$ cat src/logic/event_log_pkg.sv
package event_log_pkg;

    // ************************************************************
    // Entry layout
    // ************************************************************
    localparam logic [7:0] platform_event_kind = 8'h00;
    localparam logic [7:0] vendor_timed_kind = 8'h01;
    localparam logic [7:0] vendor_plain_kind = 8'h02;
    localparam int KIND_BYTE = 0;
    localparam int LENGTH_BYTE = 1;
    localparam int HDR_BYTES = 2;
    localparam int UTC_BYTE = 0;
    localparam int SEC_FIRST_BYTE = 1;
    localparam int SEC_LAST_BYTE = 5;
    localparam int HUND_BYTE = 6;
    localparam int TS_BYTES = 7;
    localparam logic [7:0] UNSPEC_BYTE = 8'hFF;
    localparam int PCT_FULL = 100;

    // ************************************************************
    // Timing
    // ************************************************************
    localparam int CLK_PERIOD_NS = 100;
    localparam int SECOND_NS = 1_000_000_000;
    localparam int SECOND_CYCLES = SECOND_NS / CLK_PERIOD_NS;

    // ************************************************************
    // Reset values
    // ************************************************************
    localparam logic [7:0] RST_REMOVE_COUNT = 8'h01;
    localparam logic [7:0] RST_THRESHOLD = 8'h08;
    localparam logic [31:0] RST_AGE_SEC = 32'h0000_0E10;
    localparam logic [7:0] RST_EID = 8'h00;

    // ************************************************************
    // Types
    // ************************************************************
    typedef enum logic [1:0] {
        pol_fill_stop = 2'h0,
        pol_fifo = 2'h1,
        pol_clear_age = 2'h2
    } policy_t;

    typedef enum logic [1:0] {
        st_idle = 2'h0,
        st_send = 2'h1,
        st_wait = 2'h3
    } stream_state_t;

endpackage

$ cat src/logic/event_log_store.sv
`timescale 1ns/10ps
`default_nettype none

// Functional notes
// - Fill-and-stop with a full log rejects new entries, never overwrites.
// - Fill-and-stop never self-removes entries; only the clear command and acknowledged deliveries remove them.
// - FIFO policy on full: drop N oldest, then store the arriving entry.
// - N is configurable, optionally a percentage of log capacity.
// - Clear-on-age above M: if Nth oldest is too old, drop N oldest.
// - Clear-on-age at or below M keeps every entry regardless of age.
// - Clear-on-age uses age, N and M; N and M may be percentages.
// - The most recently selected policy and its parameters are applied.
// - Oldest and newest follow insertion order, never stored timestamps.
// - Entry byte zero is the entry kind code.
// - Entry byte one is the payload byte count.
// - Payload layout is chosen by the entry kind code.
// - Platform payload byte zero is UTC offset in half hours, FF unspecified.
// - Platform payload bytes one to five hold 40-bit epoch seconds.
// - Platform payload byte six holds hundredths, FF for one-second resolution.
// - Platform timestamp is followed by the event bytes as received.
// - Receiver location is the receiver endpoint identifier.
// - The manager delivers the receiver location; the terminus stores it.
// - A new receiver location is accepted at any time and used at once.
// - Entries leave by push or by polling from the receiver.
// - Nothing is sent before the receiver location is set.
module event_log_store #(
    parameter int DEPTH = 16,
    parameter int EVT_BYTES = 8,
    parameter int SEC_CYCLES = event_log_pkg::SECOND_CYCLES
) (
    // Clock and reset.
    input wire logic sys_clk_i,
    input wire logic rst_n_i,
    // Entry intake.
    input wire logic wr_valid_i,
    output logic wr_ready_o,
    input wire logic [7:0] log_entry_kind_i,
    input wire logic [7:0] utc_half_hour_offset_i,
    input wire logic [39:0] epoch_seconds_i,
    input wire logic [7:0] hundredths_of_second_i,
    input wire logic [EVT_BYTES*8-1:0] entry_payload_i,
    output logic wr_reject_o,
    // Policy and clear commands.
    input wire logic policy_set_i,
    input wire logic [1:0] policy_sel_i,
    input wire logic [7:0] removal_count_i,
    input wire logic removal_count_percent_i,
    input wire logic [7:0] threshold_i,
    input wire logic threshold_percent_i,
    input wire logic [31:0] age_seconds_i,
    input wire logic clear_log_i,
    // Receiver location.
    input wire logic rcv_set_i,
    input wire logic [7:0] rcv_eid_i,
    output logic [7:0] rcv_eid_o,
    output logic rcv_known_o,
    // Delivery stream.
    input wire logic push_mode_i,
    input wire logic poll_i,
    output logic out_valid_o,
    input wire logic out_ready_i,
    output logic [7:0] out_byte_o,
    output logic out_last_o,
    input wire logic ack_i,
    output logic ack_ready_o,
    // Status.
    output logic [$clog2(DEPTH):0] count_o,
    output logic full_o,
    output logic [1:0] policy_o
);

    localparam int AW = $clog2(DEPTH);
    localparam int EW = EVT_BYTES * 8;

    // The five bit frame index caps the longest entry, hence the byte limit.
    if (DEPTH < 2 || DEPTH > 255 || (1 << AW) != DEPTH) begin
        $error("DEPTH must be a power of two from 2 to 128");
    end
    if (EVT_BYTES < 1 || EVT_BYTES > 16) begin
        $error("EVT_BYTES must be 1 to 16");
    end
    if (SEC_CYCLES < 2) begin
        $error("SEC_CYCLES must be at least 2");
    end

    // ************************************************************
    // Helpers
    // ************************************************************
    function automatic logic [AW:0] to_entries(input logic [7:0] v,
                                               input logic pct,
                                               input int lo);
        int c;
        c = pct ? (DEPTH * int'(v)) / event_log_pkg::PCT_FULL : int'(v);
        if (c < lo)
            c = lo;
        if (c > DEPTH)
            c = DEPTH;
        return c[AW:0];
    endfunction

    function automatic logic [7:0] payload_len(input logic [7:0] kind);
        int n;
        n = EVT_BYTES;
        if (kind == event_log_pkg::platform_event_kind)
            n = event_log_pkg::TS_BYTES + EVT_BYTES;
        return n[7:0];
    endfunction

    function automatic logic [7:0] entry_byte(input logic [7:0] kind,
                                              input logic [7:0] utc,
                                              input logic [39:0] sec,
                                              input logic [7:0] hund,
                                              input logic [EW-1:0] ev,
                                              input logic [4:0] idx);
        logic [7:0] b;
        int p;
        b = 8'h00;
        p = int'(idx) - event_log_pkg::HDR_BYTES;
        if (int'(idx) == event_log_pkg::KIND_BYTE)
            b = kind;
        else if (int'(idx) == event_log_pkg::LENGTH_BYTE)
            b = payload_len(kind);
        else if (kind == event_log_pkg::platform_event_kind) begin
            if (p == event_log_pkg::UTC_BYTE)
                b = utc;
            else if (p <= event_log_pkg::SEC_LAST_BYTE)
                b = sec[(p - event_log_pkg::SEC_FIRST_BYTE) * 8 +: 8];
            else if (p == event_log_pkg::HUND_BYTE)
                b = hund;
            else if (p - event_log_pkg::TS_BYTES < EVT_BYTES)
                b = ev[(p - event_log_pkg::TS_BYTES) * 8 +: 8];
        end else if (p < EVT_BYTES)
            b = ev[p * 8 +: 8];
        return b;
    endfunction

    // ************************************************************
    // Storage
    // ************************************************************
    logic [7:0] kind_mem [DEPTH];
    logic [7:0] utc_mem [DEPTH];
    logic [39:0] sec_mem [DEPTH];
    logic [7:0] hund_mem [DEPTH];
    logic [EW-1:0] ev_mem [DEPTH];
    logic [31:0] stamp_mem [DEPTH];

    logic [AW-1:0] head_ff, nxt_head, tail_ff, nxt_tail;
    logic [AW:0] count_ff, nxt_count;
    logic reject_ff, nxt_reject;
    event_log_pkg::policy_t policy_ff, nxt_policy;
    logic [7:0] n_raw_ff, nxt_n_raw, m_raw_ff, nxt_m_raw;
    logic n_pct_ff, nxt_n_pct, m_pct_ff, nxt_m_pct;
    logic [31:0] age_ff, nxt_age;
    logic [31:0] pre_ff, nxt_pre, sec_ff, nxt_sec;
    logic [7:0] eid_ff, nxt_eid;
    logic known_ff, nxt_known, poll_ff, nxt_poll;
    event_log_pkg::stream_state_t st_ff, nxt_st;
    logic [4:0] idx_ff, nxt_idx;
    logic [7:0] byte_ff, nxt_byte;
    logic last_ff, nxt_last;

    logic full, wr_fire, store, ack_fire, age_hit, start;
    logic [AW:0] n_eff, m_eff;
    logic [AW-1:0] nth_idx;

    // ************************************************************
    // Intake and clearing
    // ************************************************************
    always_comb begin
        full = count_ff == DEPTH[AW:0];
        n_eff = to_entries(n_raw_ff, n_pct_ff, 1);
        m_eff = to_entries(m_raw_ff, m_pct_ff, 0);
        // Deleting under a stream would pull the entry being sent away.
        wr_ready_o = !clear_log_i && !(full &&
            policy_ff == event_log_pkg::pol_fifo &&
            st_ff != event_log_pkg::st_idle);
        wr_fire = wr_valid_i && wr_ready_o;
        store = wr_fire && (!full || policy_ff == event_log_pkg::pol_fifo);
        ack_ready_o = st_ff == event_log_pkg::st_wait && !wr_valid_i &&
            !clear_log_i;
        ack_fire = ack_i && ack_ready_o;
        nth_idx = tail_ff + n_eff[AW-1:0] - 1'b1;
        age_hit = policy_ff == event_log_pkg::pol_clear_age &&
            st_ff == event_log_pkg::st_idle && !wr_valid_i &&
            !clear_log_i && count_ff > m_eff && count_ff >= n_eff &&
            (sec_ff - stamp_mem[nth_idx]) > age_ff;
    end

    always_comb begin
        nxt_head = head_ff;
        nxt_tail = tail_ff;
        nxt_count = count_ff;
        nxt_reject = 1'b0;
        if (clear_log_i) begin
            nxt_head = '0;
            nxt_tail = '0;
            nxt_count = '0;
        end else if (wr_fire) begin
            if (!full) begin
                nxt_head = head_ff + 1'b1;
                nxt_count = count_ff + 1'b1;
            end else if (policy_ff == event_log_pkg::pol_fifo) begin
                nxt_tail = tail_ff + n_eff[AW-1:0];
                nxt_head = head_ff + 1'b1;
                nxt_count = count_ff - n_eff + 1'b1;
            end else begin
                nxt_reject = 1'b1;
            end
        end else if (ack_fire) begin
            nxt_tail = tail_ff + 1'b1;
            nxt_count = count_ff - 1'b1;
        end else if (age_hit) begin
            nxt_tail = tail_ff + n_eff[AW-1:0];
            nxt_count = count_ff - n_eff;
        end
    end

    always_ff @(posedge sys_clk_i) begin
        if (store) begin
            kind_mem[head_ff] <= log_entry_kind_i;
            utc_mem[head_ff] <= utc_half_hour_offset_i;
            sec_mem[head_ff] <= epoch_seconds_i;
            hund_mem[head_ff] <= hundredths_of_second_i;
            ev_mem[head_ff] <= entry_payload_i;
            stamp_mem[head_ff] <= sec_ff;
        end
    end

    // ************************************************************
    // Policy, seconds and receiver location
    // ************************************************************
    always_comb begin
        nxt_policy = policy_ff;
        nxt_n_raw = n_raw_ff;
        nxt_n_pct = n_pct_ff;
        nxt_m_raw = m_raw_ff;
        nxt_m_pct = m_pct_ff;
        nxt_age = age_ff;
        if (policy_set_i) begin
            nxt_policy = event_log_pkg::policy_t'(policy_sel_i);
            nxt_n_raw = removal_count_i;
            nxt_n_pct = removal_count_percent_i;
            nxt_m_raw = threshold_i;
            nxt_m_pct = threshold_percent_i;
            nxt_age = age_seconds_i;
        end
        nxt_pre = pre_ff + 1'b1;
        nxt_sec = sec_ff;
        if (pre_ff == 32'(SEC_CYCLES - 1)) begin
            nxt_pre = '0;
            nxt_sec = sec_ff + 1'b1;
        end
        nxt_eid = eid_ff;
        nxt_known = known_ff;
        if (rcv_set_i) begin
            nxt_eid = rcv_eid_i;
            nxt_known = 1'b1;
        end
    end

    // ************************************************************
    // Delivery stream
    // ************************************************************
    always_comb begin
        start = st_ff == event_log_pkg::st_idle && count_ff != '0 &&
            known_ff && (push_mode_i || poll_ff) && !wr_valid_i &&
            !clear_log_i && !age_hit;
        nxt_st = st_ff;
        nxt_idx = idx_ff;
        nxt_byte = byte_ff;
        nxt_last = last_ff;
        nxt_poll = poll_ff || poll_i;
        case (st_ff)
            event_log_pkg::st_idle: begin
                if (start) begin
                    nxt_st = event_log_pkg::st_send;
                    nxt_idx = '0;
                    nxt_last = 1'b0;
                    nxt_byte = entry_byte(kind_mem[tail_ff], utc_mem[tail_ff],
                        sec_mem[tail_ff], hund_mem[tail_ff], ev_mem[tail_ff],
                        5'h00);
                end
            end
            event_log_pkg::st_send: begin
                if (out_ready_i) begin
                    if (last_ff) begin
                        nxt_st = event_log_pkg::st_wait;
                    end else begin
                        nxt_idx = idx_ff + 1'b1;
                        nxt_last = {3'h0, nxt_idx} == 8'(payload_len(
                            kind_mem[tail_ff]) + 8'(event_log_pkg::HDR_BYTES)
                            - 8'h01);
                        nxt_byte = entry_byte(kind_mem[tail_ff],
                            utc_mem[tail_ff], sec_mem[tail_ff],
                            hund_mem[tail_ff], ev_mem[tail_ff], nxt_idx);
                    end
                end
            end
            event_log_pkg::st_wait: begin
                if (ack_fire) begin
                    nxt_st = event_log_pkg::st_idle;
                    nxt_poll = poll_i;
                end
            end
            default: nxt_st = event_log_pkg::st_idle;
        endcase
        if (clear_log_i)
            nxt_st = event_log_pkg::st_idle;
    end

    always_ff @(posedge sys_clk_i or negedge rst_n_i) begin
        if (!rst_n_i) begin
            head_ff <= '0;
            tail_ff <= '0;
            count_ff <= '0;
            reject_ff <= 1'b0;
            policy_ff <= event_log_pkg::pol_fill_stop;
            n_raw_ff <= event_log_pkg::RST_REMOVE_COUNT;
            n_pct_ff <= 1'b0;
            m_raw_ff <= event_log_pkg::RST_THRESHOLD;
            m_pct_ff <= 1'b0;
            age_ff <= event_log_pkg::RST_AGE_SEC;
            pre_ff <= '0;
            sec_ff <= '0;
            eid_ff <= event_log_pkg::RST_EID;
            known_ff <= 1'b0;
            poll_ff <= 1'b0;
            st_ff <= event_log_pkg::st_idle;
            idx_ff <= '0;
            byte_ff <= 8'h00;
            last_ff <= 1'b0;
        end else begin
            head_ff <= nxt_head;
            tail_ff <= nxt_tail;
            count_ff <= nxt_count;
            reject_ff <= nxt_reject;
            policy_ff <= nxt_policy;
            n_raw_ff <= nxt_n_raw;
            n_pct_ff <= nxt_n_pct;
            m_raw_ff <= nxt_m_raw;
            m_pct_ff <= nxt_m_pct;
            age_ff <= nxt_age;
            pre_ff <= nxt_pre;
            sec_ff <= nxt_sec;
            eid_ff <= nxt_eid;
            known_ff <= nxt_known;
            poll_ff <= nxt_poll;
            st_ff <= nxt_st;
            idx_ff <= nxt_idx;
            byte_ff <= nxt_byte;
            last_ff <= nxt_last;
        end
    end

    assign wr_reject_o = reject_ff;
    assign rcv_eid_o = eid_ff;
    assign rcv_known_o = known_ff;
    assign out_valid_o = st_ff == event_log_pkg::st_send;
    assign out_byte_o = byte_ff;
    assign out_last_o = last_ff;
    assign count_o = count_ff;
    assign full_o = full;
    assign policy_o = policy_ff;
endmodule

`default_nettype wire

$ cat config.mk
export PLATFORM = sky130hd
export DESIGN_NAME = event_log_store
export DESIGN_NICKNAME = d
export VERILOG_FILES = /design/src/logic/event_log_pkg.sv /design/src/logic/event_log_store.sv
export SDC_FILE = /design/constraint.sdc
export NUM_CORES = 2
export LEC_CHECK = 0
export ABC_CLOCK_PERIOD_IN_PS = 13700
export BUFFER_PORTS_ARGS = -buffer_cell sky130_fd_sc_hd__buf_2
export CORE_MARGIN = 2
export CORE_UTILIZATION = 56
export DETAILED_ROUTE_END_ITERATION = 6
export PLACE_DENSITY = 0.75
export SETUP_SLACK_MARGIN = 0.2
export SKIP_LAST_GASP = 1
export SYNTH_ARGS = -nofsm -noshare
export SYNTH_HDL_FRONTEND = slang
export SYNTH_SLANG_ARGS = --single-unit
$ cat constraint.sdc
create_clock -name sys_clk_i -period 13.7 [get_ports sys_clk_i]
set_input_delay 1.37 -clock sys_clk_i [delete_from_list [all_inputs] [get_ports sys_clk_i]]
set_output_delay 1.37 -clock sys_clk_i [all_outputs]
set_load 0.02 [all_outputs]
==> results.py <==
metrics = {
    "sta": {
        "finalHoldViolCount": 0,
        "setup-tns-final_ns": 0,
        "rsz0062_at_grt": "false",
        "layout_min_cycle_time_ns": 12.84,
        "max-slew-margin-rel_pct": 5.475,
        "setup_viol": 0,
        "fmax_mhz": 77.87,
        "finalMaxSlewViolations": 0,
        "tightest_slew_ns": 1.418,
        "finalCritPeriodShare_pct": 93.74,
        "skew_ns": 0.07763,
    },
    "cells_and_area": {
        "area_delta_synth_final_pct": 11.88,
        "nFillCells": 13030,
        "final_nets": 6537,
        "layout_commonest_cell": "edfxtp_1",
        "layout-drive-gt1-share_pct": 20.84,
        "final_cell_mix": "edfxtp_1 (2560), mux4_2 (501), mux2i_1 (457)",
        "postLayoutCoreUtil_pct": 62.83,
    },
    "yosys": {
        "synth_seq_cells": 2716,
        "synth_edf_count": 2560,
        "synth_cells": 5913,
        "syn_nets": 6215,
        "avgSynthCellArea_um2": 18.69,
        "synth_cell_type_count": 95,
        "synthArstFlopShare_pct": 5.744,
        "yosys_warnings": 2,
        "ys_seq_area_share_pct": 73.09,
        "synth.cell_area_mm2": 0.1105,
        "ys.flop_type": "edfxtp_1",
    },
    "pwr": {
        "power.switching_mw": 7.358,
        "ir_drop_mv": 0.1764,
        "p_per_area_mw_per_mm2": 190.2,
        "cellInternalPower_mw": 16.16,
        "clockPowerShare_pct": 30.8,
        "seqPwrFrac_pct": 39.6,
        "swShare_pct": 31.28,
        "power_frac_comb_pct": 29.6,
        "p_leak_nw": 39.78,
    },
    "floorplanning": {
        "die-area_mm2": 0.2009,
        "placementRows": 163,
        "fp.dieH_um": 448.3,
        "core_mm2": 0.1968,
        "pin_count": 228,
        "die_x_um": 448.3,
        "start_util_pct": 56.16,
    },
    "routing": {
        "first_pass_iters": 7,
        "viasPerCell": 6.610,
        "vias": 60120,
        "antenna_left": 0,
        "wirelength_um": 276200,
        "wl_per_cell_um": 30.36,
        "dr.first_iter.drc_count": 7698,
        "drcViolationCount": 0,
    },
    "global_routing": {
        "grt_overflow": 0,
        "grt_use_total_pct": 27.58,
        "grt_pass1_vias": 59630,
        "antenna_found_initial": 60,
        "grt_max_degree": 122,
        "grt_pass1_wl_um": 402300,
    },
    "worst_setup_path": {
        "cp-end-kind": "flop",
        "r2r_slack_ns": 0.86,
        "r2r_start": "n_raw_ff[3]",
        "r2r-end": "count_o[0]",
        "path_class": "reg -> reg",
        "required_ns": 14.47,
        "slowest_stage": "or3_1",
        "crit_fanout": 28,
        "cp.arrival_ns": 13.61,
        "crit_path_start_kind": "flop",
        "max_stage_delay_ns": 0.57,
        "rr_worst_depth": 49,
    },
    "place": {
        "dp_hpwl_um": 149400,
        "globalplace.congestion": 0.8919,
        "portBuffers": 227,
    },
    "min_path": {
        "min_path_type": "reg -> reg",
        "min_to": "pre_ff[4]",
        "hold_start": "pre_ff[4]",
        "whs_path_depth": 1,
    },
    "cts": {
        "cts_tree": "yes",
        "path_clk_slew_ns": 0.06,
        "insertion_delay_ns": 0.96,
        "clock-sinks": 2716,
        "cts_made_buffers": 287,
        "cts_root_buf": "clkbuf_16",
        "cts_max_level": 5,
        "clockBufferDepth": 4,
        "cts_hold_buf": 0,
    },
    "outcome": {
        "status": "finished, final reports clean",
    },
    "job": {
        "drv_cap": 0,
    },
}
[layout make-up]
class / count / area, um2 / area share [%]
flip-flops and latches: 2716 / 80800 / 65.34
multi-input cells: 2778 / 28270 / 22.86
clock buffers: 354 / 7560 / 6.113
well taps: 2640 / 3303 / 2.671
repair buffers: 338 / 2171 / 1.756
clock inverters: 134 / 1065 / 0.8611
inverters: 114 / 437.9 / 0.3541
diodes: 21 / 52.55 / 0.04250
[synthesized netlist by cell type (all sizes together), types with 19 or more instances]
cell / instances / area (um2)
a21o: 32 / 240.2
a21oi: 173 / 865.8
a221oi: 84 / 742.0
a22oi: 42 / 315.3
and2: 24 / 150.1
and3: 24 / 150.1
buf: 118 / 576.8
clkbuf: 187 / 701.9
dfrtp: 150 / 3754
edfxtp: 2560 / 76870
ha: 101 / 1264
inv: 113 / 424.2
mux2: 36 / 405.4
mux2i: 458 / 4584
mux4: 501 / 11280
nand2: 179 / 671.9
nand3: 69 / 345.3
nand4: 32 / 200.2
nor2: 203 / 762.0
nor2b: 24 / 150.1
nor3: 51 / 276.5
o21ai: 143 / 715.7
o221ai: 141 / 1241
o22ai: 81 / 506.7
o31ai: 19 / 147.6
xnor2: 75 / 656.9
xor2: 41 / 359.1
[flip-flops by register name, indices dropped and copies added, names as in the netlist, 32 cells and up]
signal / count
age_ff: 32
ev_mem: 1024
utc_mem: 128
kind_mem: 128
pre_ff: 32
sec_ff: 32
hund_mem: 128
sec_mem: 640
stamp_mem: 512
[per-layer routing]
metal | GRT usage [%] | share of wire (%) | routed length [um]
met1 | 37.05 | 37 | 103500
met2 | 44.70 | 49 | 135400
met3 | 5.526 | 9.5 | 26230
met4 | 11.15 | 3.9 | 10800
met5 | 0 | 0.097 | 269
[worst max-delay path by stage]
stage                    to  slack (ns)         from
6_report         count_o[0]        0.86  n_raw_ff[3]
5_1_grt          count_o[0]        0.17  n_raw_ff[3]
2_1_floorplan  ev_mem[4][0]       -0.47  clear_log_i
3_3_place_gp     count_o[0]        0.22  n_raw_ff[3]
3_5_place_dp     count_o[0]      -0.004  n_raw_ff[3]
4_1_cts          count_o[0]        0.22  n_raw_ff[3]
[critical path: cells and delay by family (launching register included)]
family          cells  cell delay, ns
fa+ha+maj           7            1.98
flops               1            0.53
compound gates     22            5.12
buf+inv             6            1.00
mux                 4            1.54
simple gates        8            2.12
xor+xnor            2            0.41
[power groups by stage]
stage | clock network, mW | logic [mW] | registers, mW
final | 7.25 | 6.96 | 9.32
after global routing | 7.66 | 7.41 | 9.32
after CTS | 7.33 | 6.88 | 9.32
after detailed placement | 0 | 6.80 | 9.49
after global placement | 0 | 6.68 | 9.48
after floorplan | 0 | 4.71 | 9.43
[stage by stage]
stage / instance area (um2) / hold WS (ns) / power, mW / std cells / worst slack (ns)
5_1_grt: 123600 / 0.4986 / 24.39 / 9087 / 0.1700
6_report: 123700 / 0.4864 / 23.52 / 9095 / 0.8582
4_1_cts: 123500 / 0.4849 / 23.52 / 9072 / 0.2245
3_5_place_dp: 114900 / 0.4697 / 16.29 / 8584 / -0.003722
2_1_floorplan: 110500 / 0.4426 / 14.14 / 5913 / -0.4723
3_3_place_gp: 114900 / 0.4624 / 16.16 / 8584 / 0.2232
[cell families (layout without fill, tap and decap cells)]
family                   after synthesis  count (layout)  synth area share, %
AO/OA/AOI/OAI                        874             874                5.547
XOR/XNOR                             116             116               0.9192
adder cells (fa/ha/maj)              107             107                1.225
buffers and inverters                419             940                1.544
flip-flops                          2716            2716                73.09
multiplexers                         995             995                14.72
other                                  0              21                    0
AND/OR/NAND/NOR                      686             686                2.950
[what timing repair did]
item                                    4_1_cts  5_1_grt
endpoints found under the setup margin       15       24
endpoints found under the hold margin         0        0
pin swaps                                     0        1
gates cloned                                  0        1
setup buffers                                 0        1
resized for setup                             2       16
Note: power is estimated with default switching activity, not from simulation.
